==> src/rtl/wutc_pkg.sv <==
`default_nettype none
package wutc_pkg;

  // ----------------------------------------------------------------
  // Register indices (printed offsets, byte address = 4 * index)
  // ----------------------------------------------------------------
  localparam logic [7:0] WUTC_IDX_CONTROL     = 8'h23;
  localparam logic [7:0] WUTC_IDX_RELOAD_HIGH = 8'h24;
  localparam logic [7:0] WUTC_IDX_RELOAD_LOW  = 8'h25;
  localparam logic [7:0] WUTC_IDX_COUNT_HIGH  = 8'h26;
  localparam logic [7:0] WUTC_IDX_COUNT_LOW   = 8'h27;
  localparam logic [7:0] WUTC_IDX_IRQ_STATUS  = 8'h30;
  localparam logic [7:0] WUTC_IDX_IRQ_MASK    = 8'h31;
  localparam logic [7:0] WUTC_IDX_SEQ_CTRL    = 8'h32;

  // ----------------------------------------------------------------
  // Control register fields
  // ----------------------------------------------------------------
  localparam int WUTC_BIT_RUNNING   = 7;
  localparam int WUTC_BIT_PERMIT    = 6;
  localparam int WUTC_BIT_AUTO_TRIM = 5;
  localparam int WUTC_BIT_AUTO_CARD = 4;
  localparam int WUTC_BIT_REPEAT    = 3;
  localparam int WUTC_BIT_WAKE      = 2;
  localparam int WUTC_TICK_LSB      = 0;

  // Tick divide codes
  localparam logic [1:0] WUTC_TICK_DIV1  = 2'h0;
  localparam logic [1:0] WUTC_TICK_DIV8  = 2'h1;
  localparam logic [1:0] WUTC_TICK_DIV16 = 2'h2;
  localparam logic [1:0] WUTC_TICK_DIV32 = 2'h3;

  // Interrupt status bits
  localparam int WUTC_IRQ_UNDERFLOW = 0;
  localparam int WUTC_IRQ_CARD      = 1;

  // Sequence control bits
  localparam int WUTC_SEQ_CARD_KEEP = 0;
  localparam int WUTC_SEQ_PD_RETURN = 1;

  // ----------------------------------------------------------------
  // Reset values
  // ----------------------------------------------------------------
  localparam logic [7:0]  WUTC_RST_CONTROL = 8'h00;
  localparam logic [15:0] WUTC_RST_RELOAD  = 16'h0000;
  localparam logic [1:0]  WUTC_RST_MASK    = 2'h0;
  localparam logic [1:0]  WUTC_RST_SEQ     = 2'h3;

endpackage
`default_nettype wire

==> src/rtl/wutc_core.sv <==
// Functional notes
// - Control bit 7 reads back whether the timer is counting.
// - A write changes the running bit only when permit bit 6 is set in the same write.
// - Auto-trim set: every underflow launches an oscillator trim run.
// - Auto card detect set: every underflow starts a detection sequence.
// - Card found: interrupt raised, chip stays active if enabled.
// - No card found: return to power down if enabled.
// - During card detection the countdown restarts with no gap.
// - Detection sequence uses timer three for the field-on time.
// - Auto-restart set: reload from reload word at zero, keep counting.
// - Auto-restart and auto card detect both clear: count down to zero and halt.
// - Every underflow sets the wake-up timer interrupt flag.
// - Auto-wake set: wake the system at every underflow.
// - Tick select: 00 undivided, 01 by 8, 10 by 16, 11 by 32.
// - Reload word is copied to the counter at a start event and at each underflow that keeps counting.
// - Current count readable as high and low bytes.
`timescale 1ns/100ps
`default_nettype none
module wutc_core
  import wutc_pkg::*;
(
  input  wire logic        clock,
  input  wire logic        nrst,
  input  wire logic        psel,
  input  wire logic        penable,
  input  wire logic        pwrite,
  input  wire logic [11:0] paddr,
  input  wire logic [31:0] pwdata,
  output logic [31:0]      prdata,
  output logic             pready,
  output logic             pslverr,
  input  wire logic        lfo_tick,
  input  wire logic        card_seq_done,
  input  wire logic        card_found,
  output logic             trim_start,
  output logic             card_seq_start,
  output logic             timer3_field_req,
  output logic             system_wake,
  output logic             power_down_req,
  output logic             irq
);

  typedef enum logic [1:0] {WUTC_SEQ_IDLE, WUTC_SEQ_BUSY} wutc_seq_t;

  // ----------------------------------------------------------------
  // Registers
  // ----------------------------------------------------------------
  logic        running_r;
  logic [5:0]  ctrl_r;
  logic [15:0] reload_r;
  logic [15:0] count_r;
  logic [4:0]  prescale_r;
  logic [1:0]  status_r;
  logic [1:0]  mask_r;
  logic [1:0]  seq_ctrl_r;
  wutc_seq_t   seq_r;
  logic        trim_start_r;
  logic        card_start_r;
  logic        wake_r;
  logic        pd_r;
  logic [31:0] prdata_r;

  // ----------------------------------------------------------------
  // Bus decode
  // ----------------------------------------------------------------
  wire        acc       = psel & penable;
  wire        wr        = acc & pwrite;
  wire [9:0]  word_idx  = paddr[11:2];
  wire        hit_ctrl  = word_idx == {2'h0, WUTC_IDX_CONTROL};
  wire        hit_rhi   = word_idx == {2'h0, WUTC_IDX_RELOAD_HIGH};
  wire        hit_rlo   = word_idx == {2'h0, WUTC_IDX_RELOAD_LOW};
  wire        hit_chi   = word_idx == {2'h0, WUTC_IDX_COUNT_HIGH};
  wire        hit_clo   = word_idx == {2'h0, WUTC_IDX_COUNT_LOW};
  wire        hit_sts   = word_idx == {2'h0, WUTC_IDX_IRQ_STATUS};
  wire        hit_msk   = word_idx == {2'h0, WUTC_IDX_IRQ_MASK};
  wire        hit_seq   = word_idx == {2'h0, WUTC_IDX_SEQ_CTRL};
  wire        hit_any   = hit_ctrl | hit_rhi | hit_rlo | hit_chi | hit_clo
                          | hit_sts | hit_msk | hit_seq;
  wire        wr_ctrl   = wr & hit_ctrl;
  wire        permit    = pwdata[WUTC_BIT_PERMIT];
  wire        run_set   = wr_ctrl & permit & pwdata[WUTC_BIT_RUNNING];
  wire        run_clr   = wr_ctrl & permit & ~pwdata[WUTC_BIT_RUNNING];

  // ----------------------------------------------------------------
  // Tick divider
  // ----------------------------------------------------------------
  function automatic logic [4:0] div_mask(input logic [1:0] sel);
    case (sel)
      WUTC_TICK_DIV1:  div_mask = 5'h00;
      WUTC_TICK_DIV8:  div_mask = 5'h07;
      WUTC_TICK_DIV16: div_mask = 5'h0F;
      WUTC_TICK_DIV32: div_mask = 5'h1F;
      default:         div_mask = 5'h00;
    endcase
  endfunction

  wire [1:0] tick_source_select = ctrl_r[WUTC_TICK_LSB +: 2];
  wire [4:0] pmask = div_mask(tick_source_select);
  // Prescaler wraps at the selected mask; one count tick per wrap
  wire       count_tick = running_r & lfo_tick
                          & ((prescale_r & pmask) == pmask);
  wire       underflow  = count_tick & (count_r == 16'h0000);

  wire auto_osc_trim      = ctrl_r[WUTC_BIT_AUTO_TRIM];
  wire auto_card_detect   = ctrl_r[WUTC_BIT_AUTO_CARD];
  wire auto_reload_repeat = ctrl_r[WUTC_BIT_REPEAT];
  wire auto_system_wake   = ctrl_r[WUTC_BIT_WAKE];
  // Card detection keeps the timer going regardless of the repeat bit
  wire keep_counting      = auto_reload_repeat | auto_card_detect;

  always_ff @(posedge clock or negedge nrst) begin
    if (!nrst) begin
      prescale_r <= 5'h00;
    end else if (run_set || !running_r) begin
      prescale_r <= 5'h00;
    end else if (lfo_tick) begin
      prescale_r <= (prescale_r & pmask) == pmask ? 5'h00 : prescale_r + 5'h01;
    end
  end

  // ----------------------------------------------------------------
  // Counter and run state
  // ----------------------------------------------------------------
  always_ff @(posedge clock or negedge nrst) begin
    if (!nrst) begin
      running_r <= WUTC_RST_CONTROL[WUTC_BIT_RUNNING];
      count_r   <= WUTC_RST_RELOAD;
    end else if (run_set) begin
      running_r <= 1'b1;
      count_r   <= reload_r;
    end else if (run_clr) begin
      running_r <= 1'b0;
    end else if (underflow) begin
      running_r <= keep_counting;
      count_r   <= keep_counting ? reload_r : count_r;
    end else if (count_tick) begin
      count_r <= count_r - 16'h0001;
    end
  end

  always_ff @(posedge clock or negedge nrst) begin
    if (!nrst) begin
      ctrl_r     <= WUTC_RST_CONTROL[5:0];
      reload_r   <= WUTC_RST_RELOAD;
      mask_r     <= WUTC_RST_MASK;
      seq_ctrl_r <= WUTC_RST_SEQ;
    end else begin
      if (wr_ctrl) begin
        ctrl_r <= {pwdata[WUTC_BIT_AUTO_TRIM:WUTC_BIT_WAKE], pwdata[1:0]};
      end
      if (wr & hit_rhi) begin
        reload_r[15:8] <= pwdata[7:0];
      end
      if (wr & hit_rlo) begin
        reload_r[7:0] <= pwdata[7:0];
      end
      if (wr & hit_msk) begin
        mask_r <= pwdata[1:0];
      end
      if (wr & hit_seq) begin
        seq_ctrl_r <= pwdata[1:0];
      end
    end
  end

  // ----------------------------------------------------------------
  // Underflow actions and detection sequence
  // ----------------------------------------------------------------
  wire card_done   = (seq_r == WUTC_SEQ_BUSY) & card_seq_done;
  wire card_hit    = card_done & card_found;
  wire card_miss   = card_done & ~card_found;
  wire [1:0] sts_set = {card_hit, underflow};
  wire [1:0] sts_clr = (wr & hit_sts) ? pwdata[1:0] : 2'h0;

  always_ff @(posedge clock or negedge nrst) begin
    if (!nrst) begin
      seq_r        <= WUTC_SEQ_IDLE;
      trim_start_r <= 1'b0;
      card_start_r <= 1'b0;
      wake_r       <= 1'b0;
      pd_r         <= 1'b0;
      status_r     <= 2'h0;
    end else begin
      trim_start_r <= underflow & auto_osc_trim;
      card_start_r <= underflow & auto_card_detect;
      // Set beats a simultaneous write-one clear
      status_r     <= (status_r & ~sts_clr) | sts_set;
      if (underflow && auto_system_wake) begin
        wake_r <= 1'b1;
        pd_r   <= 1'b0;
      end else if (card_hit && seq_ctrl_r[WUTC_SEQ_CARD_KEEP]) begin
        wake_r <= 1'b1;
        pd_r   <= 1'b0;
      end else if (card_miss && seq_ctrl_r[WUTC_SEQ_PD_RETURN]) begin
        wake_r <= 1'b0;
        pd_r   <= 1'b1;
      end else begin
        pd_r <= 1'b0;
      end
      case (seq_r)
        WUTC_SEQ_IDLE: begin
          if (underflow && auto_card_detect) begin
            seq_r <= WUTC_SEQ_BUSY;
          end
        end
        WUTC_SEQ_BUSY: begin
          if (card_seq_done) begin
            seq_r <= WUTC_SEQ_IDLE;
          end
        end
        default: seq_r <= WUTC_SEQ_IDLE;
      endcase
    end
  end

  assign trim_start       = trim_start_r;
  assign card_seq_start   = card_start_r;
  // Field-on window timed by timer three while the sequence runs
  assign timer3_field_req = seq_r == WUTC_SEQ_BUSY;
  assign system_wake      = wake_r;
  assign power_down_req   = pd_r;
  assign irq              = |(status_r & mask_r);

  // ----------------------------------------------------------------
  // Read path
  // ----------------------------------------------------------------
  wire [7:0] ctrl_rd = {running_r, 1'b0, ctrl_r};
  wire [7:0] rd_mux  = hit_ctrl ? ctrl_rd :
                       hit_rhi  ? reload_r[15:8] :
                       hit_rlo  ? reload_r[7:0] :
                       hit_chi  ? count_r[15:8] :
                       hit_clo  ? count_r[7:0] :
                       hit_sts  ? {6'h00, status_r} :
                       hit_msk  ? {6'h00, mask_r} :
                       hit_seq  ? {6'h00, seq_ctrl_r} : 8'h00;

  // Setup-cycle capture keeps read data registered; access answers at once
  always_ff @(posedge clock or negedge nrst) begin
    if (!nrst) begin
      prdata_r <= 32'h0000_0000;
    end else if (psel && !penable && !pwrite) begin
      prdata_r <= {24'h00_0000, rd_mux};
    end
  end

  assign prdata  = prdata_r;
  assign pready  = 1'b1;
  assign pslverr = acc & ~hit_any;

  // ----------------------------------------------------------------
  // Assertions
  // ----------------------------------------------------------------
  property p_permit_gate;
    @(posedge clock) disable iff (!nrst)
      (wr_ctrl && !permit && !underflow) |=> running_r == $past(running_r);
  endproperty
  a_permit_gate: assert property (p_permit_gate)
    else $error("running changed without permit");

  property p_start_load;
    @(posedge clock) disable iff (!nrst)
      run_set |=> running_r && count_r == $past(reload_r);
  endproperty
  a_start_load: assert property (p_start_load)
    else $error("start did not load reload word");

  property p_halt;
    @(posedge clock) disable iff (!nrst)
      (underflow && !keep_counting && !wr_ctrl) |=> !running_r;
  endproperty
  a_halt: assert property (p_halt)
    else $error("timer did not halt");

  property p_reload;
    @(posedge clock) disable iff (!nrst)
      (underflow && keep_counting && !wr_ctrl) |=> running_r && count_r == $past(reload_r);
  endproperty
  a_reload: assert property (p_reload)
    else $error("timer did not reload");

  property p_flag;
    @(posedge clock) disable iff (!nrst)
      underflow |=> status_r[WUTC_IRQ_UNDERFLOW];
  endproperty
  a_flag: assert property (p_flag)
    else $error("underflow flag not set");

  property p_trim;
    @(posedge clock) disable iff (!nrst)
      (underflow && auto_osc_trim) |=> trim_start ##1 !trim_start;
  endproperty
  a_trim: assert property (p_trim)
    else $error("trim pulse missing");

  property p_card;
    @(posedge clock) disable iff (!nrst)
      (underflow && auto_card_detect && !card_done) |=> card_seq_start && timer3_field_req;
  endproperty
  a_card: assert property (p_card)
    else $error("detection not started");

  property p_wake;
    @(posedge clock) disable iff (!nrst)
      (underflow && auto_system_wake) |=> system_wake;
  endproperty
  a_wake: assert property (p_wake)
    else $error("no wake on underflow");

  property p_miss;
    @(posedge clock) disable iff (!nrst)
      (card_miss && seq_ctrl_r[WUTC_SEQ_PD_RETURN] && !(underflow && auto_system_wake))
        |=> power_down_req ##1 !power_down_req;
  endproperty
  a_miss: assert property (p_miss)
    else $error("no power-down after empty detection");

  property p_decrement;
    @(posedge clock) disable iff (!nrst)
      (count_tick && !underflow && !wr_ctrl) |=> count_r == $past(count_r) - 16'h0001;
  endproperty
  a_decrement: assert property (p_decrement)
    else $error("count did not decrement");

  property p_card_keep;
    @(posedge clock) disable iff (!nrst)
      (card_hit && seq_ctrl_r[WUTC_SEQ_CARD_KEEP]) |=> system_wake && status_r[WUTC_IRQ_CARD];
  endproperty
  a_card_keep: assert property (p_card_keep)
    else $error("card found but not kept awake");

  property p_field_end;
    @(posedge clock) disable iff (!nrst)
      card_done |=> !timer3_field_req;
  endproperty
  a_field_end: assert property (p_field_end)
    else $error("field request outlived the sequence");

  property p_count_read;
    @(posedge clock) disable iff (!nrst)
      (psel && !penable && !pwrite && hit_clo) |=> prdata[7:0] == $past(count_r[7:0]);
  endproperty
  a_count_read: assert property (p_count_read)
    else $error("count low byte read mismatch");

endmodule
`default_nettype wire

==> config.mk <==
export PLATFORM = sky130hd
export DESIGN_NAME = wutc_core
export DESIGN_NICKNAME = d
export VERILOG_FILES = /design/src/rtl/wutc_pkg.sv /design/src/rtl/wutc_core.sv
export SDC_FILE = /design/constraint.sdc
export NUM_CORES = 1
export LEC_CHECK = 0
export BUFFER_PORTS_ARGS = -buffer_cell sky130_fd_sc_hd__buf_2
export CAP_MARGIN = 25
export CORE_MARGIN = 4
export CORE_UTILIZATION = 30
export DETAILED_ROUTE_END_ITERATION = 8
export GPL_ROUTABILITY_DRIVEN = 0
export SLEW_MARGIN = 20
export SYNTH_ARGS = -nofsm -noshare
export SYNTH_HDL_FRONTEND = slang
export SYNTH_SLANG_ARGS = --single-unit
==> constraint.sdc <==
create_clock -name clock -period 2.78 [get_ports clock]
set_input_delay 0.417 -clock clock [delete_from_list [all_inputs] [get_ports clock]]
set_output_delay 0.417 -clock clock [all_outputs]
set_load 0.05 [all_outputs]
==> results by group <==
Job
  – Max Cap Viol: 0

Clocking
  – TritonCTS clock tree: yes
  – Clock sink total: 63
  – CTS H-tree lvls: 3
  – Clk_lat worst skew: 0.33 ns
  – Clock root buffer: clkbuf_16
  – Post-CTS setup repair buffer count: 0
  – CTS max path bufs: 2
  – Clk slew on worst S/H paths: 0.05 ns
  – CTS buffer count: 9

Cells and area
  – Layout cells sized above 1: 28.15%
  – Diodes inserted: 0
  – Post-route core utilization: 37.30%
  – Fillers: 1201
  – Nets: 494
  – Fin area: 0.004537 mm2
  – Area Overhead vs Synth: 20.47%
  – Multi-input logic area: 0.001991 mm2
  – Storage cell area: 0.001579 mm2

STA
  – Fmax: 378.6 MHz
  – Final setup viols: 0
  – Fin crit share: 95.01%
  – Final hold vios: 0
  – Rel. slew slack: 55.02%
  – Hold slack: 0.04853 ns
  – Clock skew: 0.009336 ns
  – Slew @ Worst Pin: 0.6685 ns
  – Pins Over Slew Limit: 0
  – Final TNS setup: 0 ns
  – Unrepaired setup endpoints after global routing: false
  – Minimum clock period: 2.641 ns
  – Final worst slack: 0.1387 ns

Global route
  – Largest net degree at the start of global routing: 27
  – Initial antenna violation count: 0
  – Gr usage total: 15.13%
  – Overflow after GRT: 0
  – First-pass GRT wire length: 17.11 mm
  – Vias in the first global route: 3151

Yosys
  – EDFF count, synth: 0
  – Area leader, netlist: dfrtp_1
  – Sequential area share after synthesis: 41.93%
  – Post-synth top area share: 40.53%
  – Mapped Cells: 378
  – Yosys warns: 0
  – Mean Syn Cell Area: 9.963 um2
  – Leading post-synthesis cells by cell area: dfrtp_1, mux2_2, buf_4, mux4_2, nand2_1
  – Synthesized flop and latch total: 63
  – Cell area after synthesis: 0.003766 mm2
  – Ys flop type: dfrtp_1
  – Post-synthesis cell type count: 60
  – Synth async-reset ratio: 100.0%

Route
  – Drt via density: 5.239
  – Via count: 3206
  – Routed WL: 10.56 mm
  – Drc violations: 0
  – Average wire per standard cell: 17.25 um
  – Post-DRT Antenna Nets: 0
  – Drt pass-1 iters: 6
  – Initial DRC count: 405

Setup path
  – Critical path type: flop to flop
  – Crit-path max FO: 4
  – Crit path launch type: flop
  – Crit path capture type: flop
  – CP arrival: 2.85 ns
  – Data required, critical path: 2.99 ns

Placement
  – PortBufs: 40
  – DP Worst Slack: 0.1357 ns
  – Placed instance area: 0.004228 mm2
  – DP HPWL: 7.783 mm

Floorplan
  – I/O Pins: 92
  – Die area: 0.01441 mm2
  – Die H: 120.0 um
  – Initial core utilization: 30.97%
  – Die Wd: 120.0 um
  – # rows: 40
  – Core area: 0.01216 mm2

Power and ir drop
  – Max IR drop VDD: 348.2 uV
  – P per Cell Area: 682.2 mW/mm2
  – Lkg Pwr: 2.084 nW

Worst hold path
  – Hold Crit Class: input port to asynchronous set/reset pin

Run status
  – Status: finished, final reports clean
==> path summary, 6_finish.rpt <==
check	from	to	slack, ns	depth (start not counted)
setup / recovery	count_r[12]	count_r[3]	0.14	6
hold / removal	nrst	reload_r[15]	0.05	1
setup reg to reg	count_r[12]	count_r[3]	0.14	6
hold reg to reg	reload_r[1]	count_r[1]	0.49	1
max in group asynchronous	nrst	count_r[5]	2.00	2
min in group clock	card_found	power_down_req	0.28	2
==> repair_timing <==
action                     in CTS  in global routing
resized for setup               0                  1
setup endpoints to repair       0                 12
hold buffers                    0                  0
hold endpoints to repair        0                  0
==> sequential cells by signal, indices dropped and copies added, names as in the netlist, 2 cells and up <==
register	count
mask_r	2
prescale_r	5
status_r	2
prdata	8
reload_r	16
ctrl_r	6
seq_ctrl_r	2
count_r	16
==> synth_stat cells (4+ instances only) <==
cell	count
clkbuf_1	6
mux2i_1	10
or4_1	4
mux4_2	6
nand3_1	9
mux2_2	25
nand2_1	32
nor3_1	13
buf_4	25
and2_1	4
inv_1	13
nor2_1	29
nand2b_1	6
a22oi_1	6
or3_1	7
o21ai_0	14
dfrtp_1	61
nor4_1	8
nand4_1	8
a21oi_1	17
buf_2	6
==> per-layer routing <==
layer | part of all wire [%] | vias to the layer above | track usage [%]
met1 | 45 | 1550 | 21.10
met4 | 1.7 | 0 | 3.937
li1 | - | 1467 | -
met3 | 8.0 | 31 | 3.346
met2 | 46 | 158 | 23.78
met5 | 0 | - | 0
==> where the power goes <==
part / internal [mW] / leakage, nW / switching (mW)
clock network: 0.741 / 0.146 / 0.394
registers: 1.05 / 0.816 / 0.172
logic: 0.290 / 1.12 / 0.452
==> critical path, cell delays in order (launching register included) <==
cell     delay (ns)
dfrtp_1        0.42
nor4_1         0.63
nand4_1        0.40
nor4_4         0.40
nor2_2         0.14
mux2_1         0.34
o22a_1         0.21
==> stage by stage <==
step | cells | power (mW)
2_1_floorplan | 401 | 1.718
3_3_place_gp | 596 | 1.923
3_5_place_dp | 596 | 1.943
4_1_cts | 612 | 3.096
5_1_grt | 612 | 3.249
6_report | 612 | 3.095
==> kinds of logic after synthesis <==
family,share of synthesized area [%]
AOI/OAI and AO/OA,12.43
buffers and inverters,7.674
DFF,41.93
and+or+nand+nor,21.53
muxes,14.32
other,0.1994
adders and majority gates,0.9968
xor gates and xnor gates,0.9304
==> area by class of cell <==
class                      instances  share of cell area, %
multi-input combinational        288                  43.88
sequential                        63                  34.80
timing repair buffer              64                  8.935
clock buffer                      13                  5.736
tap                              168                  4.633
inverter                          13                  1.076
clock inverter                     3                 0.9377
==> cells in the final DEF, fill, tap and decap left out, types with 4 or more instances in the layout <==
master / count
a21oi_1: 17
a22oi_1: 6
and2_1: 4
buf_2: 40
buf_4: 22
clkbuf_16: 9
conb_1: 25
dfrtp_1: 61
inv_1: 13
mux2_2: 25
mux2i_1: 10
mux4_2: 6
nand2_1: 32
nand2b_1: 6
nand3_1: 9
nand4_1: 8
nor2_1: 29
nor3_1: 13
nor4_1: 8
o21ai_0: 14
or3_1: 7
or4_1: 4
No activity file was read; power rests on OpenSTA's default activity.
